`src/dssr_pkg.sv`:
```
// Purpose: Shared constants and types for the dual static recirculating shift register.
// Assumes: One system clock at 40 MHz; the shift clock arrives as a pin.
// Notes: Register lengths and timing figures are defined here; the monitor and bench repeat some of them as literals.
package dssr_pkg;
    localparam int LONG_LEN = 512;
    localparam int SHORT_LEN = 480;
    localparam int SYNC_STAGES = 3;
    localparam int REF_CLK_MHZ = 40;
    // Longest high phase of the shift clock, in microseconds.
    localparam int HIGH_MAX_US = 100;
    localparam int HIGH_MAX_CYC = HIGH_MAX_US * REF_CLK_MHZ;

    typedef enum logic [1:0] {
        DSSR_LOW = 2'b00,
        DSSR_HIGH = 2'b01
    } dssr_phase_type;

    typedef struct packed {
        logic shift_clk;
        logic select;
        logic data_a;
        logic data_b;
    } dssr_pins_type;
endpackage : dssr_pkg

```
`src/dssr_ring.sv`:
```
// Purpose: One serial register of configurable length, held in a bit memory.
// Assumes: Advance pulses come from the owning module on the system clock.
// Notes: Output bit comes from a register; no reset of contents.
`timescale 1ns/1ps
`default_nettype none
module dssr_ring
    import dssr_pkg::*;
#(
    parameter int LEN = LONG_LEN
)
(
    input wire logic clk_in,
    input wire logic rst_in,
    input wire logic advance_in,
    input wire logic write_in,
    input wire logic data_in,
    output logic data_out
);
    localparam int AW = $clog2(LEN);
    initial
    begin
        if (LEN < 2)
        begin
            $error("dssr_ring: LEN must be at least 2");
        end
    end

    logic mem [0:LEN-1];
    logic [AW-1:0] ptr_r;
    logic out_r;
    logic fb;

    // The pointer marks the oldest bit, which leaves as the new bit enters.
    assign fb = write_in ? data_in : mem[ptr_r];
    always_ff @(posedge clk_in)
    begin
        if (advance_in)
        begin
            mem[ptr_r] <= fb;
        end
    end
    always_ff @(posedge clk_in)
    begin
        if (rst_in)
        begin
            ptr_r <= '0;
            out_r <= 1'b0;
        end
        else if (advance_in)
        begin
            ptr_r <= (ptr_r == AW'(LEN - 1)) ? '0 : ptr_r + 1'b1;
            out_r <= mem[(ptr_r == AW'(LEN - 1)) ? '0 : ptr_r + 1'b1];
        end
    end
    assign data_out = out_r;
endmodule : dssr_ring
`default_nettype wire

```
`src/dssr_top.sv`:
```
// Purpose: Dual static shift register with write or recirculate select.
// Assumes: Shift clock, select and serial data are asynchronous pins.
// Notes: Contents survive any low pause; capture is on the falling edge.
//        The watch output flags a clock high phase that runs past the limit.
//        Register contents have no reset and read unknown until written.
`timescale 1ns/1ps
`default_nettype none
module dssr_top
    import dssr_pkg::*;
#(
    parameter int REG_LEN = LONG_LEN
)
(
    input wire logic REF_CLK_IN,
    input wire logic RST_IN,
    input wire logic SHIFT_CLK_IN,
    input wire logic SELECT_IN,
    input wire logic FIRST_SERIAL_INPUT_IN,
    input wire logic SECOND_SERIAL_INPUT_IN,
    output logic FIRST_SERIAL_OUTPUT_OUT,
    output logic SECOND_SERIAL_OUTPUT_OUT,
    output logic HIGH_TOO_LONG_OUT
);
    // ****************************************
    // Elaboration checks
    // ****************************************
    // Both channels are built from one loop; the count is fixed by the device.
    localparam int CHANNELS = 2;
    // The high-phase counter must reach the limit without wrapping.
    localparam int CNT_W = $clog2(HIGH_MAX_CYC + 1);

    initial
    begin
        if (REG_LEN != LONG_LEN && REG_LEN != SHORT_LEN)
        begin
            $error("dssr_top: REG_LEN must be 512 or 480");
        end
        if (HIGH_MAX_CYC < 1)
        begin
            $error("dssr_top: the high-phase limit must be at least one cycle");
        end
        if (SYNC_STAGES != 3)
        begin
            $error("dssr_top: the pin filter is built for three stages");
        end
    end

    // ****************************************
    // Pin synchronisers and state
    // ****************************************
    // Stages s1 to s3 filter the pins; master holds the bit taken while the clock is high.
    typedef struct packed {
        dssr_pins_type s1;
        dssr_pins_type s2;
        dssr_pins_type s3;
        dssr_phase_type phase;
        dssr_pins_type master;
        logic advance;
        logic [CNT_W-1:0] high_cnt;
        logic too_long;
    } dssr_state_type;

    dssr_state_type st_r;
    dssr_state_type st_nxt;
    dssr_pins_type pins;
    logic [CHANNELS-1:0] ch_in;
    logic [CHANNELS-1:0] ch_out;
    // Helper levels read from the filter stages and the high-phase counter.
    logic clk_high_seen;
    logic clk_low_seen;
    logic sync_steady;
    logic high_expired;

    // ****************************************
    // Pin filter
    // ****************************************
    always_comb
    begin
        pins.shift_clk = SHIFT_CLK_IN;
        pins.select = SELECT_IN;
        pins.data_a = FIRST_SERIAL_INPUT_IN;
        pins.data_b = SECOND_SERIAL_INPUT_IN;
    end

    // A level counts only once the second and third stages agree, so a pin
    // that moves right at a sample edge is never taken half-way.
    assign clk_high_seen = st_r.s2.shift_clk && st_r.s3.shift_clk;
    assign clk_low_seen = !st_r.s2.shift_clk && !st_r.s3.shift_clk;
    assign sync_steady = (st_r.s2 == st_r.s3);
    assign high_expired = (st_r.high_cnt >= CNT_W'(HIGH_MAX_CYC));

    // ****************************************
    // Phase machine
    // ****************************************
    // Tracks the filtered shift clock and makes one advance pulse per falling edge.
    always_comb
    begin
        st_nxt = st_r;
        // Each filter stage copies the one before it.
        st_nxt.s1 = pins;
        st_nxt.s2 = st_r.s1;
        st_nxt.s3 = st_r.s2;
        st_nxt.advance = 1'b0;
        unique case (st_r.phase)
            DSSR_LOW:
            begin
                // While low, the master stage is left alone so late input changes cannot leak in.
                // The limit counter restarts with every high phase.
                if (clk_high_seen)
                begin
                    st_nxt.phase = DSSR_HIGH;
                    st_nxt.high_cnt = '0;
                end
            end
            DSSR_HIGH:
            begin
                // Master stage follows the inputs while the clock is high.
                if (sync_steady)
                begin
                    st_nxt.master = st_r.s3;
                end
                // The counter saturates, so it never wraps while the clock stays high.
                if (!high_expired)
                begin
                    st_nxt.high_cnt = st_r.high_cnt + 1'b1;
                end
                else
                begin
                    st_nxt.too_long = 1'b1;
                end
                // A falling edge advances both registers, writing the master bits only when the master select is high.
                if (clk_low_seen)
                begin
                    st_nxt.phase = DSSR_LOW;
                    st_nxt.advance = 1'b1;
                    st_nxt.too_long = 1'b0;
                end
            end
            default:
            begin
                // An unused code returns to the idle low phase.
                st_nxt.phase = DSSR_LOW;
            end
        endcase
    end

    // ****************************************
    // State register
    // ****************************************
    // Reset clears the filter and the phase; stored bits are left as they are.
    always_ff @(posedge REF_CLK_IN)
    begin
        if (RST_IN)
        begin
            st_r <= '0;
        end
        else
        begin
            st_r <= st_nxt;
        end
    end

    // ****************************************
    // Two independent registers
    // ****************************************
    // Both channels share the advance pulse and the select level, but each keeps
    // storage of its own, so neither ever sees the other's bits.
    // Contents advance only on a falling edge, so a low pause holds them.
    assign ch_in[0] = st_r.master.data_a;
    assign ch_in[1] = st_r.master.data_b;

    generate
        for (genvar ch = 0; ch < CHANNELS; ch++)
        begin : g_channel
            dssr_ring #(
                .LEN(REG_LEN)
            )
            u_ring (
                .clk_in(REF_CLK_IN),
                .rst_in(RST_IN),
                .advance_in(st_r.advance),
                .write_in(st_r.master.select),
                .data_in(ch_in[ch]),
                .data_out(ch_out[ch])
            );
        end
    endgenerate

    // ****************************************
    // Output registers
    // ****************************************
    // Every pin is driven from a flip-flop so the outputs never glitch.
    // The watch flag only reports a high phase past the limit; the bit taken at
    // the fall is still stored, and the user must treat it as suspect.
    always_ff @(posedge REF_CLK_IN)
    begin
        if (RST_IN)
        begin
            FIRST_SERIAL_OUTPUT_OUT <= 1'b0;
            SECOND_SERIAL_OUTPUT_OUT <= 1'b0;
            HIGH_TOO_LONG_OUT <= 1'b0;
        end
        else
        begin
            FIRST_SERIAL_OUTPUT_OUT <= ch_out[0];
            SECOND_SERIAL_OUTPUT_OUT <= ch_out[1];
            HIGH_TOO_LONG_OUT <= st_r.too_long;
        end
    end
endmodule : dssr_top
`default_nettype wire

```
`config.mk`:
```
export PLATFORM = sky130hd
export DESIGN_NAME = dssr_top
export DESIGN_NICKNAME = d
export VERILOG_FILES = /design/src/dssr_pkg.sv /design/src/dssr_ring.sv /design/src/dssr_top.sv
export SDC_FILE = /design/constraint.sdc
export NUM_CORES = 2
export LEC_CHECK = 0
export ABC_AREA = 0
export CORE_UTILIZATION = 55
export DETAILED_ROUTE_END_ITERATION = 6
export DONT_BUFFER_PORTS = 1
export PLACE_DENSITY = 0.7
export SLEW_MARGIN = 20
export SYNTH_ARGS = -nofsm -noshare
export SYNTH_HDL_FRONTEND = slang
export SYNTH_SLANG_ARGS = --single-unit
```
`constraint.sdc`:
```
create_clock -name REF_CLK_IN -period 12.2 [get_ports REF_CLK_IN]
set_input_delay 1.22 -clock REF_CLK_IN [delete_from_list [all_inputs] [get_ports REF_CLK_IN]]
set_output_delay 1.22 -clock REF_CLK_IN [all_outputs]
set_load 0.005 [all_outputs]
```
After elaboration in Yosys (flattened, before gate mapping)
Memory sizes are Yosys's and may differ from the RTL's. A register that Yosys moved wholly into a read port is not among the register bits.
Cells that the tools add are included.
W data, S select, Z words.
{ "classes": {"mux": 15, "eq_ne": 8, "n_bitwise": 1, "reduce_logical": 13, "add_sub_neg": 3, "order_cmp": 1} }
{ "ops": {"columns": ["op", "n"], "rows": [
  ["$mux W12", 2],
  ["$pmux W12 S2", 1],
  ["$add A9 B1 Y9 const B", 2],
  ["$eq A9 B9 Y1 const B", 2],
  ["$mux W9", 2],
  ["$add A12 B1 Y12 const B", 1],
  ["$ge A12 B12 Y1 const B", 1],
  ["$reduce_and A2 Y1", 4],
  ["$mux W1", 7],
  ["$ne A2 B2 Y1 const B", 3],
  ["$eq A4 B4 Y1", 1],
  ["$mux W2", 2],
  ["$pmux W2 S2", 1],
  ["$reduce_bool A2 Y1", 2],
  ["$reduce_and A3 Y1", 1],
  ["$eq A2 B1 Y1 const B", 1],
  ["$logic_and A1 B1 Y1", 2],
  ["$logic_not A1 Y1", 2],
  ["$logic_not A2 Y1", 1],
  ["$reduce_or A2 Y1", 1],
  ["$ne A1 B1 Y1 const B", 1],
  ["$not A1 Y1", 1]
]} }
{ "word_totals": {"memories": 2, "input_bits": 6, "output_inout_bits": 3, "ff_bits": 52, "ramBits": 1024, "wordCells": 67} }
{ "memory_table": {"columns": ["name", "words", "word_bits", "rd", "rd_clocked_by_memory_dff", "wr", "line", "source"], "rows": [
  ["g_channel[0].u_ring.mem", 512, 1, 1, 1, 1, "dssr_ring.sv:28", "logic mem [0:LEN-1];"],
  ["g_channel[1].u_ring.mem", 512, 1, 1, 1, 1, "dssr_ring.sv:28", null]
]} }

Depth between registers and ports, before layout
{ "depth": {"ltp_word": 4, "depth_mapped": 20, "ltp_nobuf": 13} }

Cells and area by module
Synthesis repeated with hierarchy kept, for this count alone.
{ "unflattened": {"hier_cells": 3850, "hier_area_um2": 48152.4} }
{ "by_module_without_submodules": {"columns": ["module", "seq_area_each_um2", "cells_each", "area_per_inst_um2", "n_inst"], "rows": [
  ["dssr_ring (g_channel[0].u_ring)", 15574.9, 1859, 23397.4, 1],
  ["dssr_ring (g_channel[1].u_ring)", 15574.9, 1844, 23379.9, 1],
  ["dssr_top", 660.6, 147, 1375.1, 1]
]} }

Least setup slack after synthesis
OpenSTA, ideal clock, no wires.
{ "synth_timing": {"path_type": "register -> register", "from": "register st_r, in the netlist ch_in[0]", "to": "memory g_channel[0].u_ring.mem[0] (data pin)", "required_time_ps": 10691, "synth_period_minus_slack_ps": 8022, "setup_time_ps": 1509, "stages_incl_launch_ff": 1, "t_arrival_ps": 6513, "setup_slack_ps": 4178, "path_cell_list": "dfxtp_1"} }
{ "synth_via": {"elab_chain_len": 1} }
{ "synth_rtl": {"columns": ["item", "line", "source"], "rows": [
  ["from (decl)", "dssr_top.sv:63", "dssr_state_type st_r;"],
  ["from (signal assigned)", "dssr_top.sv:159", "st_r <= st_nxt;"],
  ["$mux W1", "dssr_ring.sv:34", "assign fb = write_in ? data_in : mem[ptr_r];"],
  ["to (decl)", "dssr_ring.sv:28", null]
]} }
Every way passes these cells. The select of a mux whose other input is x is not followed.

Worst setup path after layout
{ "layout_timing": {"from": "register g_channel[1].u_ring.ptr_r[0]", "to": "register g_channel[1].u_ring.out_r, read port of g_channel[1].u_ring.mem"} }
{ "layout_via": {"elab_chain_len": 2, "elab_cells_between_ends": 3, "classes_between": "add/sub (1); eq/ne (1); mux (1)"} }
{ "layout_rtl": {"columns": ["item", "line", "source"], "rows": [
  ["from (decl)", "dssr_ring.sv:29", "logic [AW-1:0] ptr_r;"],
  ["from (signal assigned)", "dssr_ring.sv:51", "ptr_r <= (ptr_r == AW'(LEN - 1)) ? '0 : ptr_r + 1'b1;"],
  ["$add A9 B1 Y9 / $eq A9 B9 Y1 (equally long branches)", "dssr_ring.sv:52", "out_r <= mem[(ptr_r == AW'(LEN - 1)) ? '0 : ptr_r + 1'b1];"],
  ["$mux W9 (*)", "dssr_ring.sv:52", null],
  ["to (decl)", "dssr_ring.sv:30", "logic out_r;"]
]} }
Every way passes the cells marked *; elsewhere a longest branch is shown, timed or not.
A chain may end at the register's enable or synchronous reset.

==> summary by stage <==
Layout
At the end of the flow, the number of nets in the layout was 3798. The final standard cell count with taps included and fillers excluded is between 5000 and 6000. The area overhead of the layout relative to synthesis is 8.53%.

Summing all multi-input logic gate instances after layout gives 14800 µm². The register area is ~32000 µm². The number of antenna diodes in the final layout is 0.

The share of post-route cells with drive strength above 1 is 10.2%. After filler insertion, the fill cell instance count of the layout stands at 6626. The finished cells cover about 52000 µm².

Synth
After synthesis, the mean cell area works out to 12.1 µm². Of the post-synthesis cell area, the dominant cell type holds 64.1%. The number of nets handed over by synthesis was slightly below 4000. Of the synthesized area, sequential elements account for 66.3%.

The prevailing post-synth register cell is sky130_fd_sc_hd__edfxtp_1. The most used standard cell by instance count after synthesis is sky130_fd_sc_hd__nor2_1. Of all cell types, the one taking the most synthesized area is sky130_fd_sc_hd__edfxtp_1.

Yosys mapped a number of flops with a built-in enable equal to 1024. Sorting the synthesized cells by how often they occur yields 1103 x sky130_fd_sc_hd__nor2_1, 1024 x sky130_fd_sc_hd__edfxtp_1, 453 x sky130_fd_sc_hd__nand2_1, 210 x sky130_fd_sc_hd__clkbuf_1, 141 x sky130_fd_sc_hd__mux2i_1. The total number of yosys warnings is 0. The number of distinct library cells after synthesis is 86. The post-synthesis async set-or-reset flop share is 0%.

The combined area of all synthesized cells is 48000 µm². The synthesis-stage register bit count is 1077. Yosys attributes the largest share of cell area to sky130_fd_sc_hd__edfxtp_1 64%, sky130_fd_sc_hd__nor2_1 8.6%, sky130_fd_sc_hd__mux4_2 4.6%, sky130_fd_sc_hd__nand2_1 3.5%, sky130_fd_sc_hd__mux2i_1 2.9%. The post-synthesis cell count is 3959.

Power and ir drop
Summed over all nets, the switching power comes to 1.44 mW. The part of the total power dissipated in the clock network is 45.4%. The internal power contribution is 5.89 mW. The share of total power consumed by net switching is 19.7%.

The logic gate share of total power is 0.2%. The sequential power share is 54.4%. The worst-case IR drop observed on VDD is 0.115 mV. The static leakage is approximately 16 nW. Power spread over the standard cell area amounts to 141 nW/µm².

Worst setup path
The kind of end point of the critical path is a flip-flop. In this run the worst path has a maximum fanout of 60. The most critical setup path has its startpoint at g_channel[1].u_ring.ptr_r[0]. In this run the register-to-register setup slack is 5.99 ns. The reg-to-reg startpoint is g_channel[1].u_ring.ptr_r[0]. The logic depth of the worst register-to-register path is 14.

The termination of the worst setup path is g_channel[1].u_ring.data_out. The worst setup path is launched from a flip-flop. The data arrival time of the critical path is ~6.8 ns.

Data on the critical path is required at its endpoint by 12.78 ns. The end of the worst register-to-register path is g_channel[1].u_ring.data_out. The path type of the worst setup path is reg2reg.

Placement
The HPWL after detailed placement is 67300 µm. The count of port buffers added during placement is 0. The number of placed instances, taps included, is 4812. In this run the cell area measured after placement is 48500 µm². The weighted congestion at the end of routability-driven global placement is 0.869.

Clock tree
The register clock-pin slew on the reported worst setup and hold paths is around 0.06 ns. The number of buffers on the longest clock path is 3. The cell sitting at the root of the clock tree is a sky130_fd_sc_hd__clkbuf_16.

TritonCTS built the clock tree. The CTS H-tree depth is 3. For this design, the CTS-stage hold fixing added 0 buffers. In this run the post-CTS setup repair buffer count came out at 0.

The total of cells resized after clock tree synthesis is 0. Clock tree synthesis inserted a total of about 110 buffers. Clock latency on the worst-skew pair, taken at its later pin, is roughly 0.7 ns. Clock tree synthesis found a total of 1077 sinks.

GRT
The initial antenna violation count was 0. The pin count of the biggest net entering global routing is 302. The overall routing resource usage is 28.3%.

The remaining global-route overflow is 0. The via count of the first global-routing pass was 30412. The first global-routing pass estimated 189000 µm of wire.

Min path
The path class of the tightest hold or removal check is reg2reg.

STA
Setup violations remaining at the end of the flow were counted as 0. The minimum period implied by the final worst setup slack is around 6.2 ns. Setup repair after global routing left no endpoint under its margin.

The final number of hold-violating endpoints is 0. The number of pins with negative max-slew slack in the final report is 0. The worst clock skew is 0.0205 ns. Headroom to the max-slew limit came out at 16.0%. Based on the critical path, the design can be clocked at up to 161 MHz.

The total negative setup slack is 0 ns. The worst-margin pin slew is 1.26 ns. The share of the clock period used by the worst path after layout is about half.

Run status
The run finished with clean final reports.

Drt
The detailed-routing iteration count for the pre-antenna-repair pass is 5. The via-per-instance ratio is around 6.4. The final routed wirelength across all metal layers is 127000 µm. In the final routed layout, each cell accounts on average for around 25 µm. For this run, design rule violations remaining after detail routing come to 0. The first routing iteration left 4457 violations.

Detailed routing inserted a total of about 32000 vias. The number of nets with antenna violations after routing is 0.

Floorplan
The initial standard-cell utilization of the core is about 56%. 9 I/O pins were placed. In this run the horizontal extent of the chip is 297 µm. The core footprint is 85800 µm².

The die area is 88400 µm². The overall die height is 297 µm. The number of cell rows is between 100 and 150.

Job
The max capacitance violation total is 0.
==> power by group through the flow <==
stage | sequential [mW] | clock [mW] | combinational [mW]
2_1_floorplan | 4.06 | 0 | 0.0158
3_3_place_gp | 4.06 | 0 | 0.0174
3_5_place_dp | 4.06 | 0 | 0.0178
4_1_cts | 3.99 | 3.35 | 0.0178
5_1_grt | 3.98 | 3.48 | 0.0193
6_report | 3.99 | 3.33 | 0.0180
==> flip-flops by register name, summed over array words and instances (netlist names) <==
register / flops
HIGH_TOO_LONG_OUT: 1
st_r: 20
SECOND_SERIAL_OUTPUT_OUT: 1
ch_in: 2
g_channel.u_ring.mem: 1024
g_channel.u_ring.ptr_r: 18
st_nxt: 8
g_channel.u_ring.data_out: 2
FIRST_SERIAL_OUTPUT_OUT: 1
==> worst max-delay path, cell delays in order, from the launching register on <==
cell,delay [ns]
sky130_fd_sc_hd__dfxtp_4,0.70
sky130_fd_sc_hd__ha_1,0.74
sky130_fd_sc_hd__inv_1,0.20
sky130_fd_sc_hd__nor3_1,0.24
sky130_fd_sc_hd__ha_1,0.68
sky130_fd_sc_hd__or2_4,0.77
sky130_fd_sc_hd__buf_4,0.77
sky130_fd_sc_hd__mux4_2,0.58
sky130_fd_sc_hd__nor2_1,0.10
sky130_fd_sc_hd__a31oi_1,0.06
sky130_fd_sc_hd__o31ai_1,0.31
sky130_fd_sc_hd__nor4_2,0.09
sky130_fd_sc_hd__nor4b_2,0.37
sky130_fd_sc_hd__a211oi_1,0.09
sky130_fd_sc_hd__o311a_1,0.37
==> layer usage <==
metal  GRT usage [%]  vias up  wire length, µm
met5               0        -                0
met4            8.97        0             3740
met2            43.6     1860            57700
met1            40.8    15987            50200
li1                -    13852                -
met3            5.71      268            15200
==> layout make-up <==
type | count | area share [%]
Clock buffer | 138 | 5.65
Multi-Input combinational cell | 2530 | 28.5
Tap cell | 1144 | 2.75
Clock inverter | 64 | 1.16
Inverter | 13 | 0.0937
Timing Repair Buffer | 48 | 0.740
Sequential cell | 1077 | 61.1
==> per-stage QoR <==
step           hold WS, ns  power [mW]  setup slack, ns  utilization, %
3_3_place_gp         0.438        4.08             6.18            56.5
5_1_grt              0.464        7.49             5.66            60.7
2_1_floorplan        0.414        4.08             4.18               -
6_report             0.452        7.33             5.99            60.7
4_1_cts              0.456        7.35             6.08            60.7
3_5_place_dp         0.446        4.08             6.09            56.5
==> placed cells by master, fill, tap and decap left out, drive strengths merged, types with 10 or more instances in the layout <==
cell / Yosys / routed
buf: 129 / 48
nand2: 454 / 454
inv: 10 / 16
a311oi: 50 / 50
clkbuf: 210 / 138
mux2: 12 / 12
clkinv: 3 / 49
nor4: 11 / 11
o21ai: 38 / 38
a31oi: 40 / 40
nor3b: 12 / 12
mux2i: 141 / 141
nor3: 26 / 26
a21oi: 82 / 82
o221ai: 19 / 19
nor2: 1107 / 1107
a211oi: 63 / 63
edfxtp: 1024 / 1024
dfxtp: 53 / 53
nor2b: 71 / 71
a2111oi: 10 / 10
ha: 14 / 14
nand3: 105 / 105
xor2: 14 / 14
mux4: 97 / 97
nand4: 12 / 12
o22ai: 20 / 20
a221oi: 18 / 18
==> how the worst min path moves through the flow <==
| stage | startpoint | end | cells past startpoint |
|---|---|---|---|
| final | st_nxt[25] | st_nxt[21] | 1 |
| after global routing | st_nxt[25] | st_nxt[21] | 1 |
| after CTS | st_nxt[27] | st_nxt[23] | 1 |
| after detailed placement | st_nxt[25] | st_nxt[21] | 1 |
| after global placement | st_nxt[24] | st_nxt[20] | 1 |
| after floorplan | st_nxt[24] | st_nxt[20] | 1 |
==> cells by family (layout without fill, tap and decap cells) <==
logic type	after synthesis	count (layout)	share of synthesized area (%)
xor+xnor	23	23	0.537
simple gates	1838	1838	15.7
flops	1077	1077	66.3
buf+inv	352	263	3.27
fa+ha+maj	14	14	0.365
mux	250	250	7.78
compound gates	405	405	6.03
Note: power is estimated with default switching activity, not from simulation.
